$ cat config.mk
export PLATFORM = sky130hd
export DESIGN_NAME = phc_cfg_engine
export DESIGN_NICKNAME = d
export VERILOG_FILES = /design/src/phc_pkg.sv /design/src/phc_cfg_engine.sv /design/src/phc_sync_bank.sv
export VERILOG_INCLUDE_DIRS = /design/src
export SDC_FILE = /design/constraint.sdc
export NUM_CORES = 1
export LEC_CHECK = 0
export BUFFER_PORTS_ARGS = -buffer_cell sky130_fd_sc_hd__buf_4
export CORE_UTILIZATION = 52
export CTS_CLUSTER_DIAMETER = 150
export DETAILED_ROUTE_END_ITERATION = 12
export PLACE_DENSITY = 0.76
export SETUP_SLACK_MARGIN = 0.2
export SYNTH_ARGS = -nofsm -noshare
export SYNTH_HDL_FRONTEND = slang
export SYNTH_HIERARCHICAL = 1
export SYNTH_SLANG_ARGS = --single-unit
$ cat constraint.sdc
create_clock -name clk_i -period 1.99 [get_ports clk_i]
set_input_delay 0.199 -clock clk_i [delete_from_list [all_inputs] [get_ports clk_i]]
set_output_delay 0.199 -clock clk_i [all_outputs]
set_load 0.05 [all_outputs]
$ cat src/phc_regs.svh
// register offsets, field positions, reset values and timing counts
`ifndef PHC_REGS_SVH
`define PHC_REGS_SVH

// ************************************************************
// register offsets
// ************************************************************
`define PHC_ADDR_OFS       8'h00
`define PHC_DATA_OFS       8'h04
`define PHC_BUSN_OFS       8'h08
`define PHC_CTRL_OFS       8'h0c
`define PHC_STAT_OFS       8'h10

// ************************************************************
// reset values
// ************************************************************
`define PHC_ADDR_RST       32'h0000_0000
`define PHC_BUSN_RST       32'h0000_0000
`define PHC_CTRL_RST       2'h0

// ************************************************************
// field positions
// ************************************************************
`define PHC_ADR_BUS_LSB    8
`define PHC_BUSN_LOCAL_LSB 8
`define PHC_BUSN_SUB_LSB   24
`define PHC_CTRL_MEN_BIT   0
`define PHC_CTRL_WINH_BIT  1
`define PHC_STAT_BUSY_BIT  8
`define PHC_WR_FLAG_MASK   8'hea

// ************************************************************
// pci commands and timing
// ************************************************************
`define PHC_CMD_CFG_RD     4'ha
`define PHC_CMD_CFG_WR     4'hb
`define PHC_MABORT_CYCLES  4'hc

`endif

$ cat src/phc_pkg.sv
// types shared by the configuration engine
package phc_pkg;

    typedef enum logic [6:0] {
        ST_IDLE   = 7'h01,
        ST_REQ    = 7'h02,
        ST_ADDR   = 7'h04,
        ST_DATA   = 7'h08,
        ST_TURN   = 7'h10,
        ST_ANSWER = 7'h20,
        ST_STALL  = 7'h40
    } phc_state_t;

    typedef enum logic [1:0] {
        TERM_OK     = 2'h0,
        TERM_RETRY  = 2'h1,
        TERM_TABORT = 2'h2,
        TERM_MABORT = 2'h3
    } phc_term_t;

    // pins sampled from the pci bus
    typedef struct packed {
        logic [31:0] ad;
        logic        gnt_n;
        logic        devsel_n;
        logic        trdy_n;
        logic        stop_n;
        logic        perr_n;
        logic        serr_n;
        logic        ext_idsel;
    } phc_pin_in_t;

    // configuration address in pci bit order
    typedef struct packed {
        logic       enable;
        logic [6:0] rsvd;
        logic [7:0] bus;
        logic [4:0] dev;
        logic [2:0] func;
        logic [5:0] regnum;
        logic [1:0] low;
    } phc_cfg_addr_t;

    // sticky event flags
    typedef struct packed {
        logic wr_retry;
        logic wr_mabort;
        logic wr_tabort;
        logic rd_tabort;
        logic wr_perr;
        logic rd_perr;
        logic wr_serr;
        logic rd_serr;
    } phc_flags_t;

endpackage

$ cat src/phc_cfg_engine.sv
// host-bridge configuration engine: wishbone registers to pci config cycles
//
// Our own choices: the Wishbone slave port and the address map.
`include "phc_regs.svh"

module phc_cfg_engine
    import phc_pkg::*;
#(
    parameter bit         HOST_CFG                  = 1'b1,
    parameter int         self_select_ad_bit        = 16,
    parameter int         decoded_select_line_count = 16,
    parameter logic [3:0] WR_RETRIES                = 4'h3
) (
    input  wire logic        clk_i,
    input  wire logic        rst_i,
    input  wire logic        wb_cyc_i,
    input  wire logic        wb_stb_i,
    input  wire logic        wb_we_i,
    input  wire logic [7:0]  wb_adr_i,
    input  wire logic [3:0]  wb_sel_i,
    input  wire logic [31:0] wb_dat_i,
    output logic      [31:0] wb_dat_o,
    output logic             wb_ack_o,
    output logic             wb_err_o,
    output logic             wb_rty_o,
    input  wire logic [31:0] pci_ad_i,
    output logic      [31:0] pci_ad_o,
    output logic             pci_ad_oe_n_o,
    output logic      [3:0]  pci_cbe_n_o,
    output logic             pci_cbe_oe_n_o,
    output logic             pci_par_o,
    output logic             pci_par_oe_n_o,
    output logic             pci_frame_n_o,
    output logic             pci_frame_oe_n_o,
    output logic             pci_irdy_n_o,
    output logic             pci_irdy_oe_n_o,
    output logic             pci_req_n_o,
    input  wire logic        pci_gnt_n_i,
    input  wire logic        pci_devsel_n_i,
    input  wire logic        pci_trdy_n_i,
    input  wire logic        pci_stop_n_i,
    input  wire logic        pci_perr_n_i,
    input  wire logic        pci_serr_n_i,
    input  wire logic        ext_idsel_i,
    output logic             self_idsel_o
);

    // ************************************************************
    // helpers
    // ************************************************************
    function automatic logic [31:0] bswap(input logic [31:0] v);
        return {v[7:0], v[15:8], v[23:16], v[31:24]};
    endfunction

    function automatic logic [15:0] sel_decode(input logic [4:0] dev);
        logic [15:0] r;
        r = 16'h0000;
        if ({27'h0, dev} < decoded_select_line_count && dev < 5'h10) begin
            r[dev[3:0]] = 1'b1;
        end
        return r;
    endfunction

    // ************************************************************
    // pin synchronisers
    // ************************************************************
    phc_pin_in_t pin_raw;
    phc_pin_in_t pin_s;
    logic [38:0] pin_s_bits;

    assign pin_raw = '{ad: pci_ad_i, gnt_n: pci_gnt_n_i, devsel_n: pci_devsel_n_i,
                       trdy_n: pci_trdy_n_i, stop_n: pci_stop_n_i,
                       perr_n: pci_perr_n_i, serr_n: pci_serr_n_i,
                       ext_idsel: ext_idsel_i};
    assign pin_s   = phc_pin_in_t'(pin_s_bits);

    phc_sync_bank #(
        .W       (39),
        .RST_VAL ({32'h0000_0000, 6'h3f, 1'b0})
    ) u_sync (
        .clk_i (clk_i),
        .rst_i (rst_i),
        .d_i   (pin_raw),
        .q_o   (pin_s_bits)
    );

    // ************************************************************
    // state
    // ************************************************************
    phc_state_t    state_reg;
    phc_term_t     term_reg;
    logic [31:0]   cfg_addr_reg;
    logic [31:0]   busn_reg;
    logic [1:0]    ctrl_reg;
    phc_flags_t    flags_reg;
    logic [31:0]   wdata_reg;
    logic [31:0]   rdata_reg;
    logic          is_wr_reg;
    logic          serr_seen_reg;
    logic          perr_seen_reg;
    logic [3:0]    timer_reg;
    logic [3:0]    tries_reg;

    // ************************************************************
    // decode
    // ************************************************************
    phc_cfg_addr_t cfg;
    logic [7:0]    tgt_bus;
    logic [7:0]    local_bus;
    logic [7:0]    sub_bus;
    logic          is_type0;
    logic          is_type1;
    logic [31:0]   addr_phase;
    logic          bus_req;
    logic          hit_addr;
    logic          hit_data;
    logic          hit_busn;
    logic          hit_ctrl;
    logic          hit_stat;
    logic          wr_blocked;
    phc_flags_t    flag_set;
    phc_flags_t    flag_clr;
    logic          retry_again;

    assign cfg       = phc_cfg_addr_t'(bswap(cfg_addr_reg));
    assign tgt_bus   = cfg_addr_reg[`PHC_ADR_BUS_LSB +: 8];
    assign local_bus = busn_reg[`PHC_BUSN_LOCAL_LSB +: 8];
    assign sub_bus   = busn_reg[`PHC_BUSN_SUB_LSB +: 8];
    assign is_type0  = tgt_bus == local_bus;
    assign is_type1  = tgt_bus > local_bus && tgt_bus <= sub_bus;

    always_comb begin
        if (is_type0) begin
            addr_phase = {sel_decode(cfg.dev), 5'h00, cfg.func, cfg.regnum, 2'b00};
        end else begin
            addr_phase = {8'h00, cfg.bus, cfg.dev, cfg.func, cfg.regnum, 2'b01};
        end
    end

    // registers exist only in the host-configuration build
    assign bus_req  = wb_cyc_i && wb_stb_i && !wb_ack_o && !wb_err_o && !wb_rty_o;
    assign hit_addr = HOST_CFG && wb_adr_i == `PHC_ADDR_OFS;
    assign hit_data = HOST_CFG && wb_adr_i == `PHC_DATA_OFS;
    assign hit_busn = HOST_CFG && wb_adr_i == `PHC_BUSN_OFS;
    assign hit_ctrl = HOST_CFG && wb_adr_i == `PHC_CTRL_OFS;
    assign hit_stat = HOST_CFG && wb_adr_i == `PHC_STAT_OFS;

    assign wr_blocked = ctrl_reg[`PHC_CTRL_WINH_BIT]
                        && |(flags_reg & `PHC_WR_FLAG_MASK);
    assign retry_again = is_wr_reg && term_reg == TERM_RETRY
                         && tries_reg < WR_RETRIES;

    always_comb begin
        flag_set = '0;
        if (state_reg == ST_ANSWER) begin
            if (is_wr_reg) begin
                flag_set.wr_serr   = serr_seen_reg;
                flag_set.wr_perr   = perr_seen_reg;
                flag_set.wr_mabort = term_reg == TERM_MABORT;
                flag_set.wr_tabort = term_reg == TERM_TABORT;
                flag_set.wr_retry  = term_reg == TERM_RETRY;
            end else begin
                flag_set.rd_serr   = serr_seen_reg;
                flag_set.rd_perr   = perr_seen_reg;
                flag_set.rd_tabort = term_reg == TERM_TABORT;
            end
        end
    end

    always_comb begin
        flag_clr = '0;
        if (state_reg == ST_IDLE && bus_req && hit_stat && wb_we_i && wb_sel_i[0]) begin
            flag_clr = phc_flags_t'(wb_dat_i[7:0]);
        end
    end

    // ************************************************************
    // sequencer
    // ************************************************************
    always_ff @(posedge clk_i) begin
        if (rst_i) begin
            state_reg <= ST_IDLE;
            is_wr_reg <= 1'b0;
        end else begin
            case (state_reg)
                ST_IDLE: begin
                    if (bus_req && hit_data && !(wb_we_i && wr_blocked)) begin
                        is_wr_reg <= wb_we_i;
                        if (ctrl_reg[`PHC_CTRL_MEN_BIT] && (is_type0 || is_type1)) begin
                            state_reg <= ST_REQ;
                        end else begin
                            state_reg <= ST_STALL;
                        end
                    end
                end
                ST_REQ: begin
                    if (!pin_s.gnt_n) begin
                        state_reg <= ST_ADDR;
                    end
                end
                ST_ADDR:   state_reg <= ST_DATA;
                ST_DATA: begin
                    if ((!pin_s.devsel_n && (!pin_s.trdy_n || !pin_s.stop_n))
                        || (pin_s.devsel_n && !pin_s.stop_n)
                        || timer_reg == `PHC_MABORT_CYCLES) begin
                        state_reg <= ST_TURN;
                    end
                end
                ST_TURN: begin
                    state_reg <= retry_again ? ST_REQ : ST_ANSWER;
                end
                ST_ANSWER: state_reg <= ST_IDLE;
                ST_STALL: begin
                    // never answered: the master's own timeout ends the cycle
                    if (!wb_cyc_i) begin
                        state_reg <= ST_IDLE;
                    end
                end
                default:   state_reg <= ST_IDLE;
            endcase
        end
    end

    // termination, error capture and retry count
    always_ff @(posedge clk_i) begin
        if (rst_i) begin
            term_reg      <= TERM_OK;
            timer_reg     <= 4'h0;
            tries_reg     <= 4'h0;
            serr_seen_reg <= 1'b0;
            perr_seen_reg <= 1'b0;
            rdata_reg     <= 32'h0000_0000;
        end else begin
            if (state_reg == ST_IDLE) begin
                tries_reg     <= 4'h0;
                serr_seen_reg <= 1'b0;
                perr_seen_reg <= 1'b0;
            end
            if (state_reg == ST_REQ) begin
                timer_reg <= 4'h0;
            end else if (state_reg == ST_DATA) begin
                timer_reg <= timer_reg + 4'h1;
            end
            if (state_reg == ST_DATA || state_reg == ST_TURN) begin
                if (!pin_s.serr_n) begin
                    serr_seen_reg <= 1'b1;
                end
                if (!pin_s.perr_n) begin
                    perr_seen_reg <= 1'b1;
                end
            end
            if (state_reg == ST_TURN && retry_again) begin
                tries_reg <= tries_reg + 4'h1;
            end
            if (state_reg == ST_DATA) begin
                if (!pin_s.devsel_n && !pin_s.trdy_n) begin
                    term_reg  <= TERM_OK;
                    rdata_reg <= pin_s.ad;
                end else if (!pin_s.devsel_n && !pin_s.stop_n) begin
                    term_reg <= TERM_RETRY;
                end else if (!pin_s.stop_n) begin
                    term_reg <= TERM_TABORT;
                end else if (timer_reg == `PHC_MABORT_CYCLES) begin
                    term_reg <= TERM_MABORT;
                end
            end
        end
    end

    // ************************************************************
    // register file
    // ************************************************************
    always_ff @(posedge clk_i) begin
        if (rst_i) begin
            cfg_addr_reg <= `PHC_ADDR_RST;
            busn_reg     <= `PHC_BUSN_RST;
            ctrl_reg     <= `PHC_CTRL_RST;
            wdata_reg    <= 32'h0000_0000;
        end else if (state_reg == ST_IDLE && bus_req && wb_we_i) begin
            for (int b = 0; b < 4; b++) begin
                if (wb_sel_i[b]) begin
                    if (hit_addr) begin
                        cfg_addr_reg[8*b +: 8] <= wb_dat_i[8*b +: 8];
                    end
                    if (hit_busn) begin
                        busn_reg[8*b +: 8] <= wb_dat_i[8*b +: 8];
                    end
                end
            end
            if (hit_ctrl && wb_sel_i[0]) begin
                ctrl_reg <= wb_dat_i[1:0];
            end
            if (hit_data) begin
                wdata_reg <= wb_dat_i;
            end
        end
    end

    // event happening in the clearing cycle survives
    always_ff @(posedge clk_i) begin
        if (rst_i) begin
            flags_reg <= '0;
        end else begin
            flags_reg <= (flags_reg & ~flag_clr) | flag_set;
        end
    end

    // ************************************************************
    // wishbone answers
    // ************************************************************
    always_ff @(posedge clk_i) begin
        if (rst_i) begin
            wb_ack_o <= 1'b0;
            wb_err_o <= 1'b0;
            wb_rty_o <= 1'b0;
            wb_dat_o <= 32'h0000_0000;
        end else begin
            wb_ack_o <= 1'b0;
            wb_err_o <= 1'b0;
            wb_rty_o <= 1'b0;
            if (state_reg == ST_IDLE && bus_req) begin
                if (hit_data) begin
                    wb_err_o <= wb_we_i && wr_blocked;
                end else if (hit_addr || hit_busn || hit_ctrl || hit_stat) begin
                    wb_ack_o <= 1'b1;
                    if (hit_addr) begin
                        wb_dat_o <= cfg_addr_reg;
                    end else if (hit_busn) begin
                        wb_dat_o <= busn_reg;
                    end else if (hit_ctrl) begin
                        wb_dat_o <= {30'h0, ctrl_reg};
                    end else begin
                        wb_dat_o <= {24'h0, flags_reg};
                    end
                end else begin
                    wb_err_o <= 1'b1;
                end
            end else if (state_reg == ST_ANSWER) begin
                if (term_reg == TERM_RETRY) begin
                    wb_rty_o <= 1'b1;
                end else begin
                    wb_ack_o <= 1'b1;
                end
                if (is_wr_reg) begin
                    wb_dat_o <= 32'h0000_0000;
                end else if (term_reg == TERM_OK && !serr_seen_reg) begin
                    wb_dat_o <= bswap(rdata_reg);
                end else begin
                    wb_dat_o <= 32'hffff_ffff;
                end
            end
        end
    end

    // ************************************************************
    // pci pins
    // ************************************************************
    always_ff @(posedge clk_i) begin
        if (rst_i) begin
            pci_req_n_o      <= 1'b1;
            pci_ad_o         <= 32'h0000_0000;
            pci_ad_oe_n_o    <= 1'b1;
            pci_cbe_n_o      <= 4'hf;
            pci_cbe_oe_n_o   <= 1'b1;
            pci_frame_n_o    <= 1'b1;
            pci_frame_oe_n_o <= 1'b1;
            pci_irdy_n_o     <= 1'b1;
            pci_irdy_oe_n_o  <= 1'b1;
        end else begin
            pci_req_n_o      <= 1'b1;
            pci_frame_n_o    <= 1'b1;
            pci_irdy_n_o     <= 1'b1;
            pci_ad_oe_n_o    <= 1'b1;
            pci_cbe_oe_n_o   <= 1'b1;
            pci_frame_oe_n_o <= 1'b1;
            pci_irdy_oe_n_o  <= 1'b1;
            case (state_reg)
                ST_REQ: begin
                    pci_req_n_o <= 1'b0;
                    if (!pin_s.gnt_n) begin
                        pci_frame_n_o    <= 1'b0;
                        pci_frame_oe_n_o <= 1'b0;
                        pci_irdy_oe_n_o  <= 1'b0;
                        pci_ad_o         <= addr_phase;
                        pci_ad_oe_n_o    <= 1'b0;
                        pci_cbe_n_o      <= is_wr_reg ? `PHC_CMD_CFG_WR : `PHC_CMD_CFG_RD;
                        pci_cbe_oe_n_o   <= 1'b0;
                    end
                end
                ST_ADDR, ST_DATA: begin
                    // single data phase: frame rises as irdy falls
                    pci_frame_oe_n_o <= 1'b0;
                    pci_irdy_n_o     <= 1'b0;
                    pci_irdy_oe_n_o  <= 1'b0;
                    pci_ad_o         <= bswap(wdata_reg);
                    pci_ad_oe_n_o    <= !is_wr_reg;
                    pci_cbe_n_o      <= 4'h0;
                    pci_cbe_oe_n_o   <= 1'b0;
                end
                ST_TURN: begin
                    pci_irdy_oe_n_o <= 1'b0;
                end
                default: begin
                    pci_req_n_o <= 1'b1;
                end
            endcase
        end
    end

    // parity follows ad and cbe by one clock
    always_ff @(posedge clk_i) begin
        if (rst_i) begin
            pci_par_o      <= 1'b0;
            pci_par_oe_n_o <= 1'b1;
            self_idsel_o   <= 1'b0;
        end else begin
            pci_par_o      <= ^{pci_ad_o, pci_cbe_n_o};
            pci_par_oe_n_o <= pci_ad_oe_n_o;
            // own core ignores the external select in the host build
            self_idsel_o   <= HOST_CFG ? pin_s.ad[self_select_ad_bit]
                                       : pin_s.ext_idsel;
        end
    end

endmodule // phc_cfg_engine

$ cat src/phc_sync_bank.sv
// two-stage synchroniser for a group of pin inputs
module phc_sync_bank #(
    parameter int              W       = 8,
    parameter logic [W-1:0]    RST_VAL = '1
) (
    input  wire logic         clk_i,
    input  wire logic         rst_i,
    input  wire logic [W-1:0] d_i,
    output logic      [W-1:0] q_o
);
    logic [W-1:0] meta_reg;

    always_ff @(posedge clk_i) begin
        if (rst_i) begin
            meta_reg <= RST_VAL;
            q_o      <= RST_VAL;
        end else begin
            meta_reg <= d_i;
            q_o      <= meta_reg;
        end
    end
endmodule // phc_sync_bank

==> key figures, run 1 <==
Outcome
  – Run status: complete, but fails checks
  – Failing checks: setup timing

Finish
  – Area delta synth->final: 42.5%
  – Nets@finish: 1777
  – # fillers: 1577
  – Sequential cell area: about 6300 µm²
  – Area of the multi-input gates: 6870 µm²
  – Design area: approximately 18000 µm²
  – Share of layout cells above drive strength 1: 32.9%
  – Final core utilization: between 70% and 80%

Synth
  – Ys Warns: 6
  – Synthesized instance count: 1365
  – Mapped cell area: 12700 µm²
  – Synthesized Nets: around 1500
  – Average cell area after synthesis: a little over 9 µm²

Worst setup path
  – CP arrival: approximately 2.5 ns
  – Crit path kind: flip-flop to flip-flop
  – Reg2Reg Setup Slack: -0.13 ns
  – Endpoint type of the worst setup path: flip-flop
  – RR Endpoint: busn_reg[14]
  – CP max FO: 8
  – Worst R2R Start: wb_err_o
  – Reg2reg path depth: 7
  – Worst EP required: 2.40 ns
  – CP startpoint kind: flip-flop

Global routing
  – Global-route wire length before repair: 53.3 mm
  – GRT Util Overall: 27.0%
  – Total gr overflow: 0
  – Vias in the first global route: 10400
  – Initial antenna violation count: 1
  – Pin count of the biggest net entering global routing: 63

Floorplan
  – Core Region: 23700 µm²
  – Num ports: about 170
  – Site Rows: 56
  – Total die area: ~25000 µm²
  – Chip width: roughly 160 µm
  – Initial core utilization: 53.5%
  – Die H: 158 µm

Placed design
  – DP Area: between 10000 and 15000 µm²
  – IO buf count: around 170
  – GPL Wtd Cong: 0.904
  – Post-DP HPWL: 22.8 mm
  – Dpl ws: -0.348 ns

Timing
  – Rel. slew slack: 54.8%
  – Setup-failing EPs final: 87
  – Final min period: 2.12 ns
  – Highest clock rate: 472 MHz
  – Worst-Margin Slew: 0.675 ns
  – Final Cycle Share: 107%
  – RSZ-0062 raised after global routing: true
  – Slew Viols, Final: 0
  – Fin Clk Skew: 0.0105 ns
  – Hold Vio Cnt, Final: 0
  – Final worst slack: -0.129 ns

Hold path
  – Hold endpoint: is_wr_reg
  – Hold Crit Depth: 3
  – Worst Hold Launch: wb_we_i
  – Worst hold path type: input pin to flip-flop

Route
  – DRT antenna net count: 0
  – Total Wirelength: roughly 37 mm
  – DRC Markers: 0
  – Via-to-Cell Ratio: 5.63
  – Drt wl/cell: approximately 18 µm
  – Routed via count: roughly 11000
  – Detailed Routing Iterations Pass 1: 7
  – Initial drt markers: around 900

Power
  – Pwr dens: slightly above 700 nW/µm²
  – Leak: ~7 nW
  – Max IR drop VDD: roughly 570 µV

Clocking
  – H-tree levels: 1
  – Root Buffer: clkbuf_16
  – Skew-Pair Late Insertion Delay: ~0.55 ns
  – Clock-pin transition on the worst setup and hold timing paths: about 0.060 ns
  – Clk sinks: 313
  – Cts bufs inserted: 30
  – CTS tree: yes
  – Max Root-Sink Buffers: 3

Run
  – # Max-Cap Violations: 0
==> routing by layer <==
layer / global-route usage (%) / share of wire (%) / vias up
li1: - / - / 5353
met1: 35.5 / 42 / 5453
met2: 44.6 / 48 / 429
met3: 5.31 / 6.8 / 92
met4: 7.78 / 2.9 / 0
met5: 0 / 0 / -
==> report_power, final <==
group | total [mW] | internal, mW | leakage [nW] | switching (mW)
sequential | 6.36 | 6.33 | 2.55 | 0.0284
combinational | 0.708 | 0.354 | 4.12 | 0.354
clock | 5.76 | 3.38 | 0.495 | 2.38
==> what timing repair did <==
item | CTS | global route
buffers inserted | 12 | 19
hold buffers | 70 | 0
endpoints found under the setup margin | 212 | 212
cloned | 1 | 11
endpoints found under the hold margin | 140 | 0
pin swaps | 38 | 81
resized for setup | 72 | 176
==> per-stage QoR <==
| step | setup TNS (ns) | total power, mW | hold WS [ns] | instances |
|---|---|---|---|---|
| 6_report | -2.83 | 12.8 | 0.0415 | 2012 |
| 5_1_grt | -11.06 | 13.2 | 0.0646 | 2012 |
| 4_1_cts | -2.11 | 12.8 | 0.0143 | 1981 |
| 3_5_place_dp | -32.93 | 7.03 | 0.380 | 1844 |
| 3_3_place_gp | -28.47 | 7.03 | 0.378 | 1844 |
| 2_1_floorplan | -11.71 | 6.76 | 0.296 | 1365 |
==> area by class of cell <==
class	count	area share [%]
timing repair buffer	363	18.7
clock buffer	40	4.71
sequential	313	35.0
antenna	1	0.0139
clock inverter	14	0.852
inverter	20	0.443
multi-input combinational	942	38.0
tap	319	2.21
==> worst max-delay path: stages, from the launching register on <==
cell	delay, ns
dfxtp_4	0.34
or4_4	0.52
or2_4	0.31
buf_12	0.16
nor3_4	0.15
buf_12	0.17
mux2i_1	0.25
nor2_1	0.08
==> cell usage in the layout (no fill, tap or decap), types with 14 or more instances in the layout <==
| master | n |
|---|---|
| dlygate4sd3_1 | 70 |
| a211oi_1 | 15 |
| nand2_4 | 19 |
| a221oi_2 | 14 |
| nor2_1 | 157 |
| a21oi_1 | 59 |
| nor2b_1 | 69 |
| a32o_1 | 24 |
| a221o_1 | 32 |
| a21oi_2 | 41 |
| nor3_1 | 19 |
| clkbuf_16 | 39 |
| nand2_1 | 136 |
| nand2_2 | 16 |
| xnor2_1 | 32 |
| o21ai_0 | 34 |
| buf_4 | 249 |
| dfxtp_1 | 286 |
| buf_12 | 19 |
| dfxtp_2 | 18 |
| mux2i_1 | 71 |
==> how the worst max path moves through the flow <==
stage,to,startpoint,depth (start not counted),slack (ns)
final,busn_reg[14],wb_err_o,7,-0.13
after global routing,busn_reg[14],wb_err_o,7,-0.18
after CTS,busn_reg[0],wb_err_o,7,-0.07
after detailed placement,wb_dat_o[8],wb_adr_i[7],8,-0.35
after global placement,wb_dat_o[27],wb_adr_i[7],8,-0.28
after floorplan,busn_reg[0],wb_err_o,6,-0.16
Power figures use the tool's default switching activity.
==> run 2, diff against run 1 <==
Settings changed: SETUP_SLACK_MARGIN 0.2 to 0.05, SLEW_MARGIN set to 20.
==> run 2 against run 1 <==
The run still ends with setup timing left. Die area unchanged. Routed wire length shrank 2.9%. Hold slack hardly changed. Cell area decreased by 2.3%. Critical path depth fell by 2. Worst setup slack better by 0.0030 ns. Total power up 3.0%. Sequential power hardly changed. Flip-flop and latch count stayed put. Critical path type unchanged. Critical endpoint is now wb_dat_o[10]. Largest cell class unchanged.
==> key figures, run 2 (synthesis gave the netlist of run 1 again) <==
Outcome
  – Run status: complete, but fails checks (unchanged)
  – Failing checks: setup timing (unchanged)

Worst setup path
  – CP max FO: 16 (was 8)
  – Worst EP required: 2.44 ns (was 2.40 ns)
  – Reg2reg path depth: 5 (was 7)
  – CP startpoint kind: flip-flop (unchanged)
  – Endpoint type of the worst setup path: flip-flop (unchanged)
  – CP arrival: 2.57 ns (was 2.53 ns)
  – Crit path kind: flip-flop to flip-flop (unchanged)

Route
  – Top sig layer: met4 (unchanged)
  – DRT antenna net count: 0 (unchanged)
  – Detailed Routing Iterations Pass 1: 6 (was 7)
  – Total Wirelength: 35.9 mm (was 36.9 mm)
  – Met3 WL: 3.01 mm (was 2.51 mm)
  – Initial drt markers: 861 (was 909)
  – Routed via count: 11200 (was 11300)
  – Drt wl/cell: 17.9 µm (was 18.4 µm)
  – DRC Markers: 0 (unchanged)
  – Via-to-Cell Ratio: 5.57 (was 5.63)
  – Met2 wire len: 17.2 mm (was 17.7 mm)
  – M1 WL: 14.6 mm (was 15.6 mm)

Finish
  – Nets@finish: 1768 (was 1777)
  – Area of the multi-input gates: 6590 µm² (was 6870 µm²)
  – Area delta synth->final: 39.2% (was 42.5%)
  – Most frequent cells in the layout: dfxtp_1 (294), buf_4 (248), nor2_1 (158) (was dfxtp_1 (286), buf_4 (249), nor2_1 (157))
  – Commonest non-fill, non-tap cell in the layout: dfxtp_1 (unchanged)
  – Sequential cell area: 6300 µm² (was 6320 µm²)
  – Design area: 17600 µm² (was 18100 µm²)
  – Final core utilization: 74.5% (was 76.2%)
  – ANT cells: 0 (was 1)
  – Share of layout cells above drive strength 1: 30.4% (was 32.9%)
  – # fillers: 1638 (was 1577)

Timing
  – Highest clock rate: 472 MHz (about the same)
  – Fin Clk Skew: 0.0138 ns (was 0.0105 ns)
  – Final min period: 2.12 ns (about the same)
  – Min Hold Slack: 0.0417 ns (was 0.0415 ns)
  – Final Cycle Share: 106% (was 107%)
  – RSZ-0062 raised after global routing: true (unchanged)
  – Final worst slack: -0.126 ns (was -0.129 ns)
  – Worst-Margin Slew: 0.549 ns (was 0.675 ns)
  – Setup-failing EPs final: 102 (was 87)
  – Rel. slew slack: 63.1% (was 54.8%)
  – Slew Viols, Final: 0 (unchanged)
  – Hold Vio Cnt, Final: 0 (unchanged)

Hold path
  – Hold Crit Depth: 3 (unchanged)
  – Worst hold path type: input pin to flip-flop (unchanged)

Global routing
  – GRT Util Overall: 27.1% (was 27.0%)
  – Vias in the first global route: 10300 (was 10400)
  – Global-route wire length before repair: 53.5 mm (was 53.3 mm)
  – Total gr overflow: 0 (unchanged)
  – Initial antenna violation count: 0 (was 1)
  – Pin count of the biggest net entering global routing: 93 (was 63)

Floorplan
  – Num ports: 169 (unchanged)
  – Core Region: 23700 µm² (unchanged)
  – Chip width: 158 µm (unchanged)
  – Site Rows: 56 (unchanged)
  – Die H: 158 µm (unchanged)
  – Total die area: 25000 µm² (unchanged)
  – Initial core utilization: 53.5% (unchanged)

Clocking
  – Clk sinks: 313 (unchanged)
  – Cts bufs inserted: 29 (was 30)
  – CTS tree: yes (unchanged)
  – Max Root-Sink Buffers: 3 (unchanged)
  – Clock-pin transition on the worst setup and hold timing paths: 0.07 ns (was 0.06 ns)
  – H-tree levels: 1 (unchanged)
  – Root Buffer: clkbuf_16 (unchanged)
  – Skew-Pair Late Insertion Delay: 0.56 ns (was 0.55 ns)

Run
  – # Max-Cap Violations: 0 (unchanged)

Power
  – Pwr Total: 13.2 mW (was 12.8 mW)
  – Pwr dens: 749 nW/µm² (was 710 nW/µm²)
  – Max IR drop VDD: 718 µV (was 572 µV)
  – Leak: 6.97 nW (was 7.17 nW)

Placed design
  – IO buf count: 167 (unchanged)
  – GPL Wtd Cong: 0.960 (was 0.904)
  – DP Area: 14900 µm² (was 14800 µm²)
  – Post-DP HPWL: 23.2 mm (was 22.8 mm)
  – Dpl ws: -0.275 ns (was -0.348 ns)
[run 2: changes by cell type in the layout (fill, tap and decap cells not counted), moves of 5 or more]
cell / change
dfxtp_4: -6
a221oi_1: +6
a21oi_2: -7
o21ai_0: +5
a21oi_1: +7
clkbuf_16: -6
dfxtp_1: +8
a221oi_2: -5
[run 2: metrics by stage]
stage	TNS, ns	instances
floorplan	-11.61	1365
global placement	-21.11	1861
detailed placement	-28.36	1861
CTS	-3.26	1988
global route	-12.09	2003
finish	-5.16	2003
[run 2: per-layer routing]
layer  global-route usage, %  vias up
met3                    5.72       86
met1                    36.2     5260
li1                        -     5346
met4                    7.69        0
met2                    44.1      468
met5                       0        -
[run 2: power breakdown]
part	total [mW]	switching, mW	internal (mW)	leakage (nW)
registers	6.36	0.0238	6.33	2.55
logic	0.710	0.361	0.349	3.89
clock network	6.14	2.40	3.74	0.535
[run 2: worst max-delay path, stage by stage (launching register included)]
cell and delay (ns):
dfxtp_4 0.34, or4_4 0.53, or2_2 0.38, clkbuf_16 0.21, a221o_1 0.29, a32o_1 0.26
[run 2: path summary, 6_finish.rpt]
path	from	end	slack, ns
worst max-delay path	wb_err_o	wb_dat_o[10]	-0.13
worst min-delay path	wb_we_i	is_wr_reg	0.04
worst max register to register	wb_err_o	wb_dat_o[10]	-0.13
worst min register to register	u_sync/meta_reg[2]	u_sync/q_o[2]	0.40
[run 2: final cells by class]
class                   instances  share of cell area, %
repair buffers                355                   18.1
multi-input cells             942                   37.4
flip-flops and latches        313                   35.7
clock inverters                20                   1.67
inverters                      20                  0.426
clock buffers                  34                   4.45
well taps                     319                   2.26
[run 2: repair_timing]
action | CTS | global route
endpoints found under the hold margin | 140 | 0
hold buffers | 70 | 0
endpoints found under the setup margin | 193 | 212
setup buffers | 2 | 9
gates cloned | 1 | 7
resized for setup | 30 | 170
pin swaps | 15 | 77
==> run 3, diff against run 2 <==
Settings changed: CORE_UTILIZATION 52 to 55, PLACE_DENSITY 0.76 to 0.77.
Clock period 1.99 ns to 2.5 ns, I/O delays scaled along.
==> run 3 against run 2 <==
The run now ends clean. Sequential share of layout area up 3.1 points. Sequential power down 20%. Combinational power down 28%. Clock skew down 0.0053 ns. Utilization down 3.1 points. Via count down 5.6%. Critical path type unchanged. Routed wire length down 11%. Flip-flop and latch count unchanged.
==> key figures, run 3 (synthesis gave the netlist of run 1 again) <==
Outcome
  – Run status: complete, no violations (was complete, but fails checks)

Worst setup path
  – CP arrival: 2.73 ns (was 2.57 ns)
  – Worst EP required: 2.92 ns (was 2.44 ns)
  – CP peak stage delay: 0.39 ns (was 0.53 ns)
  – CP max FO: 8 (was 16)
  – Ordered cell list for the critical path: nor3_4, nand4b_2, buf_4, nor2_1, buf_4, nand2_4, nor2_8, mux2i_1, nor2_1 (was or4_4, or2_2, clkbuf_16, a221o_1, a32o_1)
  – Critical-path top delay cell: dfxtp_1 (was or4_4)
  – Reg2reg path depth: 9 (was 5)
  – Endpoint type of the worst setup path: flip-flop (unchanged)
  – Crit path kind: flip-flop to flip-flop (unchanged)
  – CP startpoint kind: flip-flop (unchanged)

Clocking
  – Root Buffer: clkbuf_16 (unchanged)
  – # Post-CTS Setup Buffers: 0 (was 2)
  – Max Root-Sink Buffers: 3 (unchanged)
  – H-tree levels: 1 (unchanged)
  – Clock-pin transition on the worst setup and hold timing paths: 0.06 ns (was 0.07 ns)
  – Clk sinks: 313 (unchanged)
  – CTS tree: yes (unchanged)
  – Skew-Pair Late Insertion Delay: 0.55 ns (was 0.56 ns)
  – Cts bufs inserted: 30 (was 29)

Finish
  – Area delta synth->final: 27.5% (was 39.2%)
  – Nets@finish: 1697 (was 1768)
  – Sequential cell area: 6270 µm² (was 6300 µm²)
  – # fillers: 1727 (was 1638)
  – ANT cells: 0 (unchanged)
  – Area of the multi-input gates: 5920 µm² (was 6590 µm²)
  – Share of layout cells above drive strength 1: 18.6% (was 30.4%)
  – Commonest non-fill, non-tap cell in the layout: dfxtp_1 (unchanged)
  – Most frequent cells in the layout: dfxtp_1 (313), buf_4 (203), nand2_1 (169) (was dfxtp_1 (294), buf_4 (248), nor2_1 (158))
  – Cell Count, Final, Fillers Out: 1899 (was 2003)

Timing
  – Worst-Margin Slew: 0.589 ns (was 0.549 ns)
  – Fin Clk Skew: 0.00852 ns (was 0.0138 ns)
  – Slew Viols, Final: 0 (unchanged)
  – Rel. slew slack: 60.7% (was 63.1%)
  – Final Cycle Share: 92.5% (was 106%)
  – Setup total negative slack: 0 ns (was -5.16 ns)
  – Setup-failing EPs final: 0 (was 102)
  – Hold Vio Cnt, Final: 0 (unchanged)
  – Final min period: 2.31 ns (was 2.12 ns)
  – Highest clock rate: 433 MHz (was 472 MHz)
  – RSZ-0062 raised after global routing: false (was true)

Floorplan
  – Initial core utilization: 56.0% (was 53.5%)
  – Core Region: 22600 µm² (was 23700 µm²)
  – Die H: 154 µm (was 158 µm)
  – Chip width: 154 µm (was 158 µm)
  – Num ports: 169 (unchanged)
  – Site Rows: 55 (was 56)
  – Total die area: 23600 µm² (was 25000 µm²)

Hold path
  – Hold Crit Depth: 3 (unchanged)
  – Worst hold path type: input pin to flip-flop (unchanged)

Placed design
  – IO buf count: 167 (unchanged)
  – Post-DP HPWL: 21.5 mm (was 23.2 mm)
  – GPL Wtd Cong: 0.867 (was 0.960)
  – Placed cell count: 1773 (was 1861)

Global routing
  – Total gr overflow: 0 (unchanged)
  – Vias in the first global route: 9933 (was 10300)
  – Initial antenna violation count: 0 (unchanged)
  – Global-route wire length before repair: 51.4 mm (was 53.5 mm)
  – GRT Util Overall: 26.8% (was 27.1%)
  – Pin count of the biggest net entering global routing: 122 (was 93)

Power
  – Pwr dens: 651 nW/µm² (was 749 nW/µm²)
  – Max IR drop VDD: 536 µV (was 718 µV)
  – Leak: 6.22 nW (was 6.97 nW)

Route
  – Detailed Routing Iterations Pass 1: 5 (was 6)
  – DRC Markers: 0 (unchanged)
  – Initial drt markers: 839 (was 861)
  – Drt wl/cell: 16.8 µm (was 17.9 µm)
  – DRT antenna net count: 0 (unchanged)
  – Via-to-Cell Ratio: 5.55 (was 5.57)
  – Total Wirelength: 31.9 mm (was 35.9 mm)
  – Routed via count: 10500 (was 11200)

Run
  – # Max-Cap Violations: 0 (unchanged)
run 3: changes by cell type in the layout (fill, tap and decap cells not counted), sizes merged:
cell and change:
clkinvlp -1, clkbuf +1, or2 -1, clkinv -1, bufinv -1, buf -67
run 3: layout make-up:
cell class | instances | share of cell area [%]
sequential | 313 | 38.8
multi-input combinational | 941 | 36.6
timing repair buffer | 284 | 15.1
clock buffer | 39 | 5.30
tap | 285 | 2.21
clock inverter | 17 | 1.52
inverter | 20 | 0.465
run 3: stage by stage:
stage | utilization, % | hold slack [ns] | area [µm²] | worst slack (ns) | power, mW
detailed placement | 63.4 | 0.394 | 14300 | 0.108 | 5.58
global route | 71.4 | 0.0534 | 16200 | 0.0562 | 10.8
CTS | 71.3 | 0.0161 | 16100 | 0.0965 | 10.6
finish | 71.4 | 0.0447 | 16200 | 0.188 | 10.5
floorplan | - | 0.347 | 12700 | 0.136 | 5.38
global placement | 63.4 | 0.390 | 14300 | 0.179 | 5.58
run 3: final timing paths:
path / from / end / slack (ns)
max: state_reg[2] / cfg_addr_reg[17] / 0.19
min: wb_cyc_i / state_reg[6] / 0.04
max reg2reg: state_reg[2] / cfg_addr_reg[17] / 0.19
min reg2reg: u_sync/meta_reg[6] / u_sync/q_o[6] / 0.40
run 3: critical path, delay by kind of cell, from the launching register on:
family / cells / cell delay (ns)
simple gates: 6 / 1.07
flops: 1 / 0.39
buf+inv: 2 / 0.38
mux: 1 / 0.31
run 3: repair_timing:
action	4_1_cts	5_1_grt
endpoints found under the setup margin	0	23
endpoints found under the hold margin	130	0
hold buffers	70	0
gates resized for setup	0	3
run 3: metal layers:
layer / track usage [%] / vias to the layer above / share of wire [%]
met1: 36.5 / 4890 / 44
met5: 0 / - / 0
li1: - / 5190 / -
met3: 4.59 / 65 / 7.2
met4: 8.95 / 0 / 2.5
met2: 42.9 / 391 / 46
run 3: where the power goes:
part	switching, mW	total [mW]	leakage, nW	internal (mW)
combinational	0.259	0.509	3.14	0.250
sequential	0.0149	5.06	2.54	5.05
clock	1.92	4.95	0.546	3.03
total	2.19	10.5	6.22	8.33
